[src/rtl/iwb_defs.svh]
`ifndef IWB_DEFS_SVH
`define IWB_DEFS_SVH

// register addresses
`define IWB_ADDR_WIPER 8'h00
`define IWB_ADDR_REVISION 8'h01
`define IWB_ADDR_GP_FIRST 8'h02
`define IWB_ADDR_GP_LAST 8'h06
`define IWB_ADDR_RESERVED 8'h07
`define IWB_ADDR_ACCESS 8'h08

// field positions and codes
`define IWB_VOL_BIT 7
`define IWB_ID_PREFIX 7'h28
`define IWB_GP_COUNT 5

// reset and shipped values
`define IWB_WIPER_RESET 8'h80
`define IWB_IVR_RESET 8'h80
`define IWB_GP_RESET 8'h00
`define IWB_VOL_RESET 1'b0

// timing: figures in their own unit, counts derived from the clock period
`define IWB_CLK_PERIOD_NS 4
`define IWB_NV_WRITE_TIME_MS 12
`define IWB_NV_WRITE_MAX_MS 20
`define IWB_RECALL_TIME_NS 1000
`define IWB_MBB_TIME_NS 20
`define IWB_NV_WRITE_CYCLES ((`IWB_NV_WRITE_TIME_MS * 1000000) / `IWB_CLK_PERIOD_NS)
`define IWB_NV_WRITE_MAX_CYCLES ((`IWB_NV_WRITE_MAX_MS * 1000000) / `IWB_CLK_PERIOD_NS)
`define IWB_RECALL_CYCLES ((`IWB_RECALL_TIME_NS + `IWB_CLK_PERIOD_NS - 1) / `IWB_CLK_PERIOD_NS)
`define IWB_MBB_CYCLES ((`IWB_MBB_TIME_NS + `IWB_CLK_PERIOD_NS - 1) / `IWB_CLK_PERIOD_NS)

`endif

[src/rtl/iwb_pkg.sv]
package iwb_pkg;

    // serial slave phases
    typedef enum logic [2:0] {
        st_idle = 3'h0,
        st_id = 3'h1,
        st_addr = 3'h2,
        st_wdata = 3'h3,
        st_ack = 3'h4,
        st_rdata = 3'h5,
        st_rack = 3'h6
    } iwb_state_t;

endpackage : iwb_pkg

[src/rtl/iwb_edge_detect.sv]
`timescale 1ns/1ps
`default_nettype none

module iwb_edge_detect (
    input wire logic clk,
    input wire logic arst_n,
    input wire logic sig_in,
    output logic prev,
    output logic rise,
    output logic fall
);

    logic prev_reg;
    logic prev_next;

    // previous sample; idle bus lines sit high under the pull-up
    always_comb
    begin
        prev_next = sig_in;
    end

    always_ff @(posedge clk or negedge arst_n)
    begin
        if (!arst_n)
            prev_reg <= 1'b1;
        else
            prev_reg <= prev_next;
    end

    // edges are one-cycle strobes against the previous sample
    assign prev = prev_reg;
    assign rise = sig_in & ~prev_reg;
    assign fall = ~sig_in & prev_reg;

endmodule : iwb_edge_detect

`default_nettype wire

[src/rtl/iwb_make_break.sv]
`timescale 1ns/1ps
`default_nettype none
`include "iwb_defs.svh"

module iwb_make_break #(
    parameter int W = 8,
    parameter int OVERLAP_CYCLES = `IWB_MBB_CYCLES,
    parameter logic [W-1:0] RESET_CODE = `IWB_WIPER_RESET
) (
    input wire logic clk,
    input wire logic arst_n,
    input wire logic [W-1:0] code_in,
    output logic [W-1:0] tap_main,
    output logic [W-1:0] tap_make,
    output logic tap_make_en
);

    logic [W-1:0] main_reg, main_next;
    logic [W-1:0] make_reg, make_next;
    logic en_reg, en_next;
    logic [7:0] cnt_reg, cnt_next;

    // new tap closes first; old one opens only after the overlap
    always_comb
    begin
        main_next = main_reg;
        make_next = make_reg;
        en_next = en_reg;
        cnt_next = cnt_reg;
        if (!en_reg)
        begin
            if (code_in != main_reg)
            begin
                make_next = code_in;
                en_next = 1'b1;
                cnt_next = 8'(OVERLAP_CYCLES - 1);
            end
        end
        else if (cnt_reg == 8'h00)
        begin
            main_next = make_reg;
            en_next = 1'b0;
        end
        else
            cnt_next = cnt_reg - 8'h01;
    end

    always_ff @(posedge clk or negedge arst_n)
    begin
        if (!arst_n)
        begin
            main_reg <= RESET_CODE;
            make_reg <= RESET_CODE;
            en_reg <= 1'b0;
            cnt_reg <= 8'h00;
        end
        else
        begin
            main_reg <= main_next;
            make_reg <= make_next;
            en_reg <= en_next;
            cnt_reg <= cnt_next;
        end
    end

    assign tap_main = main_reg;
    assign tap_make = make_reg;
    assign tap_make_en = en_reg;

    chk_make_before_break: assert property (@(posedge clk) disable iff (!arst_n)
        $changed(main_reg) |-> $past(en_reg) && ($past(make_reg) == main_reg))
        else $error("main tap moved without the new tap made first");

endmodule : iwb_make_break

`default_nettype wire

[src/rtl/iwb_wiper_bank.sv]
// Functional notes
// - code 00h sits nearest the low terminal, FFh nearest high, monotonic between.
// - wiper tap comes only from the 8-bit volatile wiper register.
// - incoming serial bits are sampled on the rising serial clock edge.
// - read data on the data line changes only after serial clock falls.
// - data line is open drain: pull low or release, never drive high.
// - write-lock low discards write data; no contents change.
// - power-up forces the wiper register to 80h first.
// - once storage is readable, wiper loads from the initial-position store.
// - initial-position store ships holding 80h.
// - wiper and initial-position store share address 0, chosen by volatile-select.
// - volatile-select clear reaches stored bytes; set reaches only the wiper.
// - a write to the initial-position store also lands in the wiper.
// - volatile-select is zero after power-up.
// - address 1 is a read-only revision code; writes do nothing.
// - five stored general bytes at 2..6, only with volatile-select clear.
// - access-select register is volatile, at address 8.
// - a new tap is connected before the old tap opens.
// - identification byte must carry 0101000 on top; low bit picks read.
// - write to address 0 with access-select zero starts a stored write at stop.
// - during a stored write the bus is ignored and data released.
// - each stored write finishes within 20 ms of its stop.
`timescale 1ns/1ps
`default_nettype none
`include "iwb_defs.svh"

module iwb_wiper_bank #(
    parameter int NV_WRITE_CYCLES = `IWB_NV_WRITE_CYCLES,
    parameter logic [7:0] REVISION_CODE = 8'h5A, // arbitrary value
    parameter logic [7:0] GP_RESET = `IWB_GP_RESET
) (
    input wire logic clk,
    input wire logic arst_n,
    input wire logic scl_in,
    input wire logic sda_in,
    output logic sda_out,
    output logic sda_oe_n,
    input wire logic write_lock_n,
    output logic [7:0] wiper_code,
    output logic [7:0] tap_main,
    output logic [7:0] tap_make,
    output logic tap_make_en,
    output logic nv_busy
);

    localparam int RECALL_CYCLES = `IWB_RECALL_CYCLES;
    localparam int NV_MAX_CYCLES = `IWB_NV_WRITE_MAX_CYCLES;

    // bus and register state
    iwb_pkg::iwb_state_t state_reg, state_next;
    iwb_pkg::iwb_state_t after_ack_reg, after_ack_next;
    logic [2:0] cnt_reg, cnt_next;
    logic done_reg, done_next;
    logic [7:0] shift_reg, shift_next;
    logic [7:0] addr_reg, addr_next;
    logic oe_n_reg, oe_n_next;
    logic master_ack_reg, master_ack_next;
    logic [7:0] wiper_reg, wiper_next;
    logic vol_reg, vol_next;
    logic [7:0] ivr_reg, ivr_next;
    logic [7:0] gp_reg [0:`IWB_GP_COUNT-1];
    logic [7:0] gp_next [0:`IWB_GP_COUNT-1];
    logic pend_valid_reg, pend_valid_next;
    logic [7:0] pend_addr_reg, pend_addr_next;
    logic [7:0] pend_data_reg, pend_data_next;
    logic sda_out_reg;

    // power-up and stored-write timing state
    logic ready_reg, ready_next;
    logic [15:0] recall_cnt_reg, recall_cnt_next;
    logic nv_busy_reg, nv_busy_next;
    logic [31:0] nv_timer_reg, nv_timer_next;

    logic scl_prev, scl_rise, scl_fall;
    logic sda_rise, sda_fall;
    logic bus_active, start_ev, stop_ev, rise_ev, fall_ev;
    logic recall_done, nv_done, nv_start, wr_ivr;
    logic [7:0] rd_data;
    logic [2:0] rd_idx, pend_idx;
    logic addr_is_gp;

    iwb_edge_detect u_scl_edge (
        .clk(clk),
        .arst_n(arst_n),
        .sig_in(scl_in),
        .prev(scl_prev),
        .rise(scl_rise),
        .fall(scl_fall)
    );

    iwb_edge_detect u_sda_edge (
        .clk(clk),
        .arst_n(arst_n),
        .sig_in(sda_in),
        .prev(),
        .rise(sda_rise),
        .fall(sda_fall)
    );

    // bus deaf until recall is over and while a stored write runs
    assign bus_active = ready_reg & ~nv_busy_reg;
    assign start_ev = bus_active & sda_fall & scl_in & scl_prev;
    assign stop_ev = bus_active & sda_rise & scl_in & scl_prev;
    assign rise_ev = bus_active & scl_rise;
    assign fall_ev = bus_active & scl_fall;
    assign recall_done = ~ready_reg & (recall_cnt_reg == 16'h0000);
    assign nv_done = nv_busy_reg & (nv_timer_reg == 32'h00000000);
    assign addr_is_gp = (addr_reg >= `IWB_ADDR_GP_FIRST) && (addr_reg <= `IWB_ADDR_GP_LAST);
    assign rd_idx = addr_reg[2:0] - 3'h2;
    assign pend_idx = pend_addr_reg[2:0] - 3'h2;

    // read mux; volatile-select steers address 0 and hides the stored bytes
    always_comb
    begin
        rd_data = 8'h00;
        if (addr_reg == `IWB_ADDR_WIPER)
            rd_data = vol_reg ? wiper_reg : ivr_reg;
        else if (addr_reg == `IWB_ADDR_REVISION)
            rd_data = REVISION_CODE;
        else if (addr_is_gp && !vol_reg)
            rd_data = gp_reg[rd_idx];
        else if (addr_reg == `IWB_ADDR_ACCESS)
            rd_data = {vol_reg, 7'h00};
    end

    // serial slave and register writes
    always_comb
    begin
        state_next = state_reg;
        after_ack_next = after_ack_reg;
        cnt_next = cnt_reg;
        done_next = done_reg;
        shift_next = shift_reg;
        addr_next = addr_reg;
        oe_n_next = oe_n_reg;
        master_ack_next = master_ack_reg;
        wiper_next = wiper_reg;
        vol_next = vol_reg;
        ivr_next = ivr_reg;
        gp_next = gp_reg;
        pend_valid_next = pend_valid_reg;
        pend_addr_next = pend_addr_reg;
        pend_data_next = pend_data_reg;
        nv_start = 1'b0;
        wr_ivr = 1'b0;
        if (recall_done)
            wiper_next = ivr_reg;
        // self-timed store commits the held byte at the end of the cycle
        if (nv_done && pend_valid_reg)
        begin
            pend_valid_next = 1'b0;
            if (pend_addr_reg == `IWB_ADDR_WIPER)
                ivr_next = pend_data_reg;
            else
                gp_next[pend_idx] = pend_data_reg;
        end
        if (start_ev)
        begin
            // a fresh start without stop drops any held stored write
            state_next = iwb_pkg::st_id;
            cnt_next = 3'h0;
            done_next = 1'b0;
            oe_n_next = 1'b1;
            pend_valid_next = 1'b0;
        end
        else if (stop_ev)
        begin
            state_next = iwb_pkg::st_idle;
            oe_n_next = 1'b1;
            nv_start = pend_valid_reg;
        end
        else if (rise_ev)
        begin
            unique case (state_reg)
                iwb_pkg::st_id, iwb_pkg::st_addr, iwb_pkg::st_wdata:
                begin
                    shift_next = {shift_reg[6:0], sda_in};
                    cnt_next = cnt_reg + 3'h1;
                    done_next = (cnt_reg == 3'h7);
                end
                iwb_pkg::st_rdata:
                begin
                    cnt_next = cnt_reg + 3'h1;
                    done_next = (cnt_reg == 3'h7);
                end
                iwb_pkg::st_rack: master_ack_next = ~sda_in;
                iwb_pkg::st_idle, iwb_pkg::st_ack: ;
            endcase
        end
        else if (fall_ev)
        begin
            // every pull-down of the data line happens here, after a falling edge; start and stop only release it
            unique case (state_reg)
                iwb_pkg::st_idle: ;
                iwb_pkg::st_id:
                    if (done_reg)
                    begin
                        done_next = 1'b0;
                        if (shift_reg[7:1] == `IWB_ID_PREFIX)
                        begin
                            oe_n_next = 1'b0;
                            state_next = iwb_pkg::st_ack;
                            after_ack_next = shift_reg[0] ? iwb_pkg::st_rdata : iwb_pkg::st_addr;
                        end
                        else
                            state_next = iwb_pkg::st_idle;
                    end
                iwb_pkg::st_addr:
                    if (done_reg)
                    begin
                        done_next = 1'b0;
                        addr_next = shift_reg;
                        oe_n_next = 1'b0;
                        state_next = iwb_pkg::st_ack;
                        after_ack_next = iwb_pkg::st_wdata;
                    end
                iwb_pkg::st_wdata:
                    if (done_reg)
                    begin
                        done_next = 1'b0;
                        if (!write_lock_n)
                            state_next = iwb_pkg::st_idle;
                        else
                        begin
                            oe_n_next = 1'b0;
                            state_next = iwb_pkg::st_ack;
                            after_ack_next = iwb_pkg::st_wdata;
                            if (addr_reg == `IWB_ADDR_WIPER)
                            begin
                                wiper_next = shift_reg;
                                if (!vol_reg)
                                begin
                                    wr_ivr = 1'b1;
                                    pend_valid_next = 1'b1;
                                    pend_addr_next = addr_reg;
                                    pend_data_next = shift_reg;
                                end
                            end
                            else if (addr_is_gp && !vol_reg)
                            begin
                                pend_valid_next = 1'b1;
                                pend_addr_next = addr_reg;
                                pend_data_next = shift_reg;
                            end
                            else if (addr_reg == `IWB_ADDR_ACCESS)
                                vol_next = shift_reg[`IWB_VOL_BIT];
                            // other addresses are acked but change nothing
                        end
                    end
                iwb_pkg::st_ack:
                begin
                    oe_n_next = 1'b1;
                    state_next = after_ack_reg;
                    if (after_ack_reg == iwb_pkg::st_rdata)
                    begin
                        shift_next = rd_data;
                        oe_n_next = rd_data[7];
                    end
                end
                iwb_pkg::st_rdata:
                    if (done_reg)
                    begin
                        done_next = 1'b0;
                        oe_n_next = 1'b1;
                        addr_next = addr_reg + 8'h01;
                        state_next = iwb_pkg::st_rack;
                    end
                    else
                    begin
                        shift_next = {shift_reg[6:0], 1'b0};
                        oe_n_next = shift_reg[6];
                    end
                iwb_pkg::st_rack:
                    if (master_ack_reg)
                    begin
                        shift_next = rd_data;
                        oe_n_next = rd_data[7];
                        state_next = iwb_pkg::st_rdata;
                    end
                    else
                        state_next = iwb_pkg::st_idle;
            endcase
        end
    end

    always_ff @(posedge clk or negedge arst_n)
    begin
        if (!arst_n)
        begin
            state_reg <= iwb_pkg::st_idle;
            after_ack_reg <= iwb_pkg::st_idle;
            cnt_reg <= 3'h0;
            done_reg <= 1'b0;
            shift_reg <= 8'h00;
            addr_reg <= 8'h00;
            oe_n_reg <= 1'b1;
            master_ack_reg <= 1'b0;
            wiper_reg <= `IWB_WIPER_RESET;
            vol_reg <= `IWB_VOL_RESET;
            ivr_reg <= `IWB_IVR_RESET;
            for (int i = 0; i < `IWB_GP_COUNT; i++)
                gp_reg[i] <= GP_RESET;
            pend_valid_reg <= 1'b0;
            pend_addr_reg <= 8'h00;
            pend_data_reg <= 8'h00;
            sda_out_reg <= 1'b0;
        end
        else
        begin
            state_reg <= state_next;
            after_ack_reg <= after_ack_next;
            cnt_reg <= cnt_next;
            done_reg <= done_next;
            shift_reg <= shift_next;
            addr_reg <= addr_next;
            oe_n_reg <= oe_n_next;
            master_ack_reg <= master_ack_next;
            wiper_reg <= wiper_next;
            vol_reg <= vol_next;
            ivr_reg <= ivr_next;
            gp_reg <= gp_next;
            pend_valid_reg <= pend_valid_next;
            pend_addr_reg <= pend_addr_next;
            pend_data_reg <= pend_data_next;
            sda_out_reg <= 1'b0; // open drain only ever pulls low
        end
    end

    // recall delay, then the self-timed stored write
    always_comb
    begin
        ready_next = ready_reg;
        recall_cnt_next = recall_cnt_reg;
        nv_busy_next = nv_busy_reg;
        nv_timer_next = nv_timer_reg;
        if (!ready_reg)
        begin
            if (recall_cnt_reg == 16'h0000)
                ready_next = 1'b1;
            else
                recall_cnt_next = recall_cnt_reg - 16'h0001;
        end
        if (nv_start)
        begin
            nv_busy_next = 1'b1;
            nv_timer_next = 32'(NV_WRITE_CYCLES - 1);
        end
        else if (nv_busy_reg)
        begin
            if (nv_timer_reg == 32'h00000000)
                nv_busy_next = 1'b0;
            else
                nv_timer_next = nv_timer_reg - 32'h00000001;
        end
    end

    always_ff @(posedge clk or negedge arst_n)
    begin
        if (!arst_n)
        begin
            ready_reg <= 1'b0;
            recall_cnt_reg <= 16'(RECALL_CYCLES - 1);
            nv_busy_reg <= 1'b0;
            nv_timer_reg <= 32'h00000000;
        end
        else
        begin
            ready_reg <= ready_next;
            recall_cnt_reg <= recall_cnt_next;
            nv_busy_reg <= nv_busy_next;
            nv_timer_reg <= nv_timer_next;
        end
    end

    // wiper code drives the tap switches through make-before-break
    iwb_make_break #(
        .W(8)
    ) u_make_break (
        .clk(clk),
        .arst_n(arst_n),
        .code_in(wiper_reg),
        .tap_main(tap_main),
        .tap_make(tap_make),
        .tap_make_en(tap_make_en)
    );

    assign sda_out = sda_out_reg;
    assign sda_oe_n = oe_n_reg;
    assign wiper_code = wiper_reg;
    assign nv_busy = nv_busy_reg;

    chk_drive_after_fall: assert property (@(posedge clk) disable iff (!arst_n)
        $fell(oe_n_reg) |-> $past(scl_fall))
        else $error("data line pulled low without a preceding clock fall");

    chk_sample_on_rise: assert property (@(posedge clk) disable iff (!arst_n)
        (rise_ev && (state_reg == iwb_pkg::st_id || state_reg == iwb_pkg::st_addr)) |=>
        (shift_reg[0] == $past(sda_in)))
        else $error("serial bit not sampled on rising clock");

    chk_lock_holds: assert property (@(posedge clk) disable iff (!arst_n)
        (ready_reg && !write_lock_n) |=> ($stable(wiper_reg) && $stable(vol_reg)))
        else $error("register changed while write lock low");

    chk_powerup_mid: assert property (@(posedge clk) disable iff (!arst_n)
        !ready_reg |-> (wiper_reg == 8'h80))
        else $error("wiper not mid-scale during power-up");

    chk_recall_load: assert property (@(posedge clk) disable iff (!arst_n)
        $rose(ready_reg) |-> (wiper_reg == ivr_reg))
        else $error("wiper not loaded from stored value");

    chk_ivr_copy: assert property (@(posedge clk) disable iff (!arst_n)
        wr_ivr |=> ((wiper_reg == $past(shift_reg)) && pend_valid_reg))
        else $error("stored-position write not copied to wiper");

    chk_busy_released: assert property (@(posedge clk) disable iff (!arst_n)
        nv_busy_reg |-> (oe_n_reg && (state_reg == iwb_pkg::st_idle)))
        else $error("bus active during stored write");

    chk_nv_bound: assert property (@(posedge clk) disable iff (!arst_n)
        nv_busy_reg |-> (nv_timer_reg < 32'(NV_MAX_CYCLES)))
        else $error("stored write exceeds its time bound");

    chk_id_reject: assert property (@(posedge clk) disable iff (!arst_n)
        (fall_ev && state_reg == iwb_pkg::st_id && done_reg && shift_reg[7:1] != 7'h28) |=>
        (state_reg == iwb_pkg::st_idle && oe_n_reg))
        else $error("foreign identification byte acknowledged");

    chk_nv_start_stop: assert property (@(posedge clk) disable iff (!arst_n)
        (stop_ev && pend_valid_reg) |=> (nv_busy_reg && nv_timer_reg == 32'(NV_WRITE_CYCLES - 1)))
        else $error("stop did not start stored write");

endmodule : iwb_wiper_bank

`default_nettype wire

[config.mk]
export PLATFORM = sky130hd
export DESIGN_NAME = iwb_wiper_bank
export DESIGN_NICKNAME = d
export VERILOG_FILES = /design/src/rtl/iwb_pkg.sv /design/src/rtl/iwb_edge_detect.sv /design/src/rtl/iwb_make_break.sv /design/src/rtl/iwb_wiper_bank.sv
export VERILOG_INCLUDE_DIRS = /design/src /design/src/rtl
export SDC_FILE = /design/constraint.sdc
export NUM_CORES = 1
export LEC_CHECK = 0
export BUFFER_PORTS_ARGS = -buffer_cell sky130_fd_sc_hd__clkbuf_2
export CAP_MARGIN = 15
export CORE_MARGIN = 3
export CORE_UTILIZATION = 31
export CTS_CLUSTER_DIAMETER = 80
export CTS_CLUSTER_SIZE = 14
export DETAILED_ROUTE_END_ITERATION = 10
export MAX_ROUTING_LAYER = met4
export SYNTH_ARGS = -nofsm -noshare
export SYNTH_HDL_FRONTEND = slang
export SYNTH_SLANG_ARGS = --single-unit
export TNS_END_PERCENT = 5
[constraint.sdc]
create_clock -name clk -period 2.93 [get_ports clk]
set_input_delay 0.4395 -clock clk [delete_from_list [all_inputs] [get_ports clk]]
set_output_delay 0.4395 -clock clk [all_outputs]
set_load 0.05 [all_outputs]
Word level (Yosys, flattened, before mapping)

Index checks and enable logic that the tools add are counted.

Add/sub/neg operators: 7
Magnitude comparators: 5
Equal/unequal tests: 36
Multiplexer cells: 105
Bitwise logic cells: 31
Reductions and logical operators: 41

Operators by type and width:

| operator              | count |
|---|---|
| $mux 8                | 34 |
| $mux 32               | 3 |
| $mux 3                | 21 |
| $bwmux 40             | 1 |
| $mux 1                | 39 |
| $logic_not 32->1      | 1 |
| $sub 32x1->32 const B | 1 |
| $ne 4x4->1 const B    | 7 |
| $bmux 8 s3            | 1 |
| $demux 8 s3           | 1 |
| $logic_not 8->1       | 3 |
| $pmux 8 s3            | 1 |
| $ne 2x2->1 const B    | 10 |
| $reduce_and 10->1     | 2 |
| $ne 3x3->1 const B    | 6 |
| $pmux 3 s6            | 1 |
| $reduce_and 9->1      | 2 |
| $logic_not 16->1      | 1 |
| $pmux 8 s2            | 1 |
| $sub 16x1->16 const B | 1 |
| $and 1x1->1           | 15 |
| $eq 3x3->1 const B    | 5 |
| $not 1->1             | 14 |
| $reduce_and 2->1      | 7 |
| 30 further kinds      | 47 |

Flip-flop bits (word level): 179
Input port bits: 5
Output and inout port bits: 28
Logic and storage cells: 254

Depth between registers and ports, before layout

Depth after elaboration: 14
Gate-level depth with buffers: 10
Mapped depth without buffers: 7

Hierarchy

From an unflattened synthesis, not the netlist that was laid out.

Cell total of the unflattened synthesis: 867
Area total of the unflattened synthesis: 9415.3 µm²

Modules (own cells, without submodules):

| module          | instances | cells an instance | area an instance (µm²) | seq. area each (µm²) |
|---|---|---|---|---|
| iwb_wiper_bank  | 1         | 761               | 8109.0                 | 3814.9 |
| iwb_make_break  | 1         | 100               | 1223.7                 | 628.1 |
| iwb_edge_detect | 2         | 3                 | 41.3                   | 26.3 |

Worst setup path after synthesis

Ideal clock, no wire load.

Path type: register -> register
From: register addr_reg[0]
To: register pend_addr_reg[1]
Setup time: 0.125 ns
Arrival time: 2.464 ns
Path slack: 0.341 ns
Cell stages (with the launch flop): 10
Path buffers: 3
Path through: dfrtp_1 clkbuf_1 clkbuf_1 inv_1 ha_1 nor2b_1 o21ai_0 nor3_2 buf_2 mux2_2

Cells in the longest elaborated chain, start to end: 5

RTL lines:

| what                                                      | RTL line              | text |
|---|---|---|
| start, declared                                           | iwb_wiper_bank.sv:55  | `logic [7:0] addr_reg, addr_next;` |
| start signal, assigned                                    | iwb_wiper_bank.sv:315 | `addr_reg <= addr_next;` |
| $ge 8x2->1 (no line) / $le 8x3->1 (equally long branches) | --                    |  |
| $logic_and 1x1->1                                         | iwb_wiper_bank.sv:108 | `` assign addr_is_gp = (addr_reg >= `IWB_ADDR_GP_FIRST) && (addr_reg <= `IWB_ADDR_GP_LAST); `` |
| $logic_and 1x1->1                                         | iwb_wiper_bank.sv:239 | `else if (addr_is_gp && !vol_reg)` |
| $reduce_bool 2->1 (no line)                               | --                    |  |
| $reduce_and 9->1 (no line)                                | --                    |  |
| end signal, assigned                                      | iwb_wiper_bank.sv:323 | `pend_addr_reg <= pend_addr_next;` |
| end, declared                                             | iwb_wiper_bank.sv:64  | `logic [7:0] pend_addr_reg, pend_addr_next;` |

Parallel ways exist; a longest one is shown, timed or not.
A chain may end at the register's enable or synchronous reset.

Final worst setup path

From: register nv_timer_reg[0]
To: register gp_reg[3] (netlist bit)

Cells in the longest elaborated chain, start to end: 4

RTL lines:

| what                       | RTL line              | text |
|---|---|---|
| start, declared            | iwb_wiper_bank.sv:72  | `logic [31:0] nv_timer_reg, nv_timer_next;` |
| start signal, assigned     | iwb_wiper_bank.sv:371 | `nv_timer_reg <= nv_timer_next;` |
| $logic_not 32->1           | iwb_wiper_bank.sv:107 | `assign nv_done = nv_busy_reg & (nv_timer_reg == 32'h00000000);` |
| $and 1x1->1                | iwb_wiper_bank.sv:107 |  |
| $logic_and 1x1->1          | iwb_wiper_bank.sv:149 | `if (nv_done && pend_valid_reg)` |
| $reduce_and 2->1 (no line) | --                    |  |
| end signal, assigned       | iwb_wiper_bank.sv:321 | `gp_reg <= gp_next;` |
| end, declared              | iwb_wiper_bank.sv:61  | `` logic [7:0] gp_reg [0:`IWB_GP_COUNT-1]; `` |

Every way passes these cells.

==> results.toml <==
[clocking]
clock_latency_ns = 0.43
cts_made_buffers = 17
post-cts-setup-buffers = 0
cts_buffer_depth = 2
cts.repair.resized = 0
cts.reportedPaths.clkPinSlew_ns = 0.07
clock-sinks = 179
ctsHtreeMaxLevel = 4
holdBufCountCts = 0
cts-root-buf = "clkbuf_16"
cts_tree = "built"

[synthesis]
ys.flop_type = "dfrtp_1"
synth_xor_area_share_pct = 2.11
synthAdderAreaFrac_pct = 1.91
synth_top_family_by_area = "simple AND/OR/NAND/NOR gates"
synth-edff-count = 0
synthMuxAreaShare_pct = 14.7
syn_area_um2 = 9150
ys_seq_elements = 179
synth_cells = 833
synth_compound_area_share_pct = 11.9
yosysTopAreaCell = "dfrtp_1"
avgSynthCellArea_um2 = 11.0
synth_cell_types = 77
async_reset_ff_share_pct = 100
yosys.area.top_type_share_pct = 45.4
synth_nets = 852
yosys.area_share.simple_pct = 17.6
yosysWarnings = 0
ys_seq_area_share_pct = 49.1
synthTopCellsByArea = "dfrtp_1 (45%), mux2_2 (8.9%), dfstp_2 (3.7%)"

[setup_path]
crit_path_max_incr_delay_ns = 0.77
critical_path.most_common_cell = "or4b_1"
slowest_stage = "or4b_1"
cp-endpoint = "gp_reg[3]"
crit_required_ns = 3.23
cp-end-kind = "flop"
critPathLaunch = "nv_timer_reg[0]"
arrival_ns = 3.09
crit_type = "flop to flop"
crit_chain = "inv_1, ha_1, or4b_1, nor3_2, nand4_4, or4b_1, mux2_4"
rr_worst_depth = 7
crit_path_start_kind = "flop"
r2r_slack_ns = 0.15
critPathMaxFanout = 8
r2r_end = "gp_reg[3]"
r2r_start = "nv_timer_reg[0]"

[detailed_routing]
antenna_left = 0
wire_per_inst_um = 15.9
drc = 0
vias = 6560
dr.first_iter.drc_count = 465
drt-pass1-iter-count = 5
avgViaCountPerCell = 5.15
routed_wl_um = 20300

[timing]
slew_headroom_pct = 49.1
max_slew.worst_pin.slew_ns = 0.763
slew_viol_final = 0
period_needed_ns = 2.78
fin_setup_tns_ns = 0
finalSetupViolations = 0
rsz0062_at_grt = "false"
timing.final.crit_share_pct = 94.9
fin_skew_ns = 0.0101
hold_viol = 2
whs_ns = -0.00402
fmaxAchievable_mhz = 359

[global_routing]
grt_use_total_pct = 13.8
grt_pass1_wl_um = 34400
overflow = 0
grt_max_degree = 60
antenna_found_initial = 0
grt_pass1_vias = 6477

[die]
initial_utilization_pct = 31.6
rows = 62
pin_count = 33
die_area_um2 = 31600
die_w_um = 178
core_um2 = 28900
die_height_um = 178

[status]
status = "finished with violations"
violations = "hold timing"

[final_layout]
layout-drive-gt1-share_pct = 25.3
diodes = 0
fin_nets = 898
area_growth_pct = 14.8
largest_reg_flops = 40
most-common-layout-cells = "dfrtp_1 (166), mux2_2 (72), nand2_1 (64)"
final_common_cell = "dfrtp_1"

[job]
cap_violations = 0

[placed_design]
portBuffers = 31
place_hpwl_um = 14300
gp_congestion = 0.838

[worst_hold_path]
hold_class = "input pin to async pin"

[power]
leakage_nw = 4.55
power_density_nw_per_um2 = 464
irDropWorstVdd_v = 0.000347
## how the worst min path moves through the flow
stage / start / to / cells past startpoint
detailed placement: recall_cnt_reg[9] / recall_cnt_reg[9] / 1
global placement: recall_cnt_reg[11] / recall_cnt_reg[11] / 1
CTS: arst_n / nv_timer_reg[6] / 1
global route: arst_n / nv_timer_reg[4] / 1
finish: arst_n / nv_timer_reg[6] / 1
floorplan: arst_n / addr_reg[0] / 0
## worst max-delay path: cells and delay by family (launching register included)
family,cells,cell delay (ns)
buffers and inverters,1,0.10
and+or+nand+nor,4,1.60
DFF,1,0.43
muxes,1,0.38
adders and majority gates,1,0.13
## through the flow
stage	std cells	power [mW]	setup slack, ns	utilization [%]	area [um2]
floorplan	833	2.53	0.341	-	9150
global placement	1244	2.59	0.202	34.3	9920
detailed placement	1244	2.59	0.159	34.3	9920
CTS	1275	4.93	0.141	36.3	10500
global route	1275	5.05	0.0657	36.3	10500
finish	1275	4.87	0.148	36.3	10500
## layout make-up
type,instances,area [um2]
Inverter,20,75.1
Sequential cell,179,4500
Tap cell,384,480
Timing Repair Buffer,67,457
Clock inverter,12,143
Fill cell,2792,18400
Multi-Input combinational cell,594,4420
Clock buffer,19,443
## cells by family (layout without fill, tap and decap cells)
logic type               count (synthesis)  after routing
XOR/XNOR                                22             22
buffers and inverters                   60            118
AO/OA/AOI/OAI                          164            164
other                                    1              1
AND/OR/NAND/NOR                        279            279
flip-flops                             179            179
adder cells (fa/ha/maj)                 14             14
multiplexers                           114            114
## synth_stat cells (9+ instances only)
cell type,instances
a21oi_1,34
clkbuf_1,32
dfrtp_1,166
dfstp_2,13
ha_1,14
inv_1,19
mux2_2,72
mux2i_1,28
nand2_1,64
nand3_1,20
nor2_1,41
nor2b_1,13
nor3_1,23
nor4_1,13
o21ai_0,44
o31ai_1,11
or2_2,9
or3_1,25
or4_1,12
xnor2_1,12
xor2_1,10
## power by group
part | internal, mW | switching (mW) | leakage (nW) | total [mW]
logic | 0.0117 | 0.0562 | 1.96 | 0.0679
registers | 2.47 | 0.00194 | 2.30 | 2.47
clock network | 1.30 | 1.03 | 0.286 | 2.33
## per-layer routing
| layer | share of wire, % | up-vias | global-route usage [%] |
|---|---|---|---|
| li1 | - | 3178 | - |
| met1 | 49 | 3288 | 18.7 |
| met2 | 47 | 77 | 21.5 |
| met3 | 2.2 | 17 | 2.33 |
| met4 | 1.2 | 0 | 3.73 |
| met5 | 0 | - | - |
Note: power is estimated with default switching activity, not from simulation.
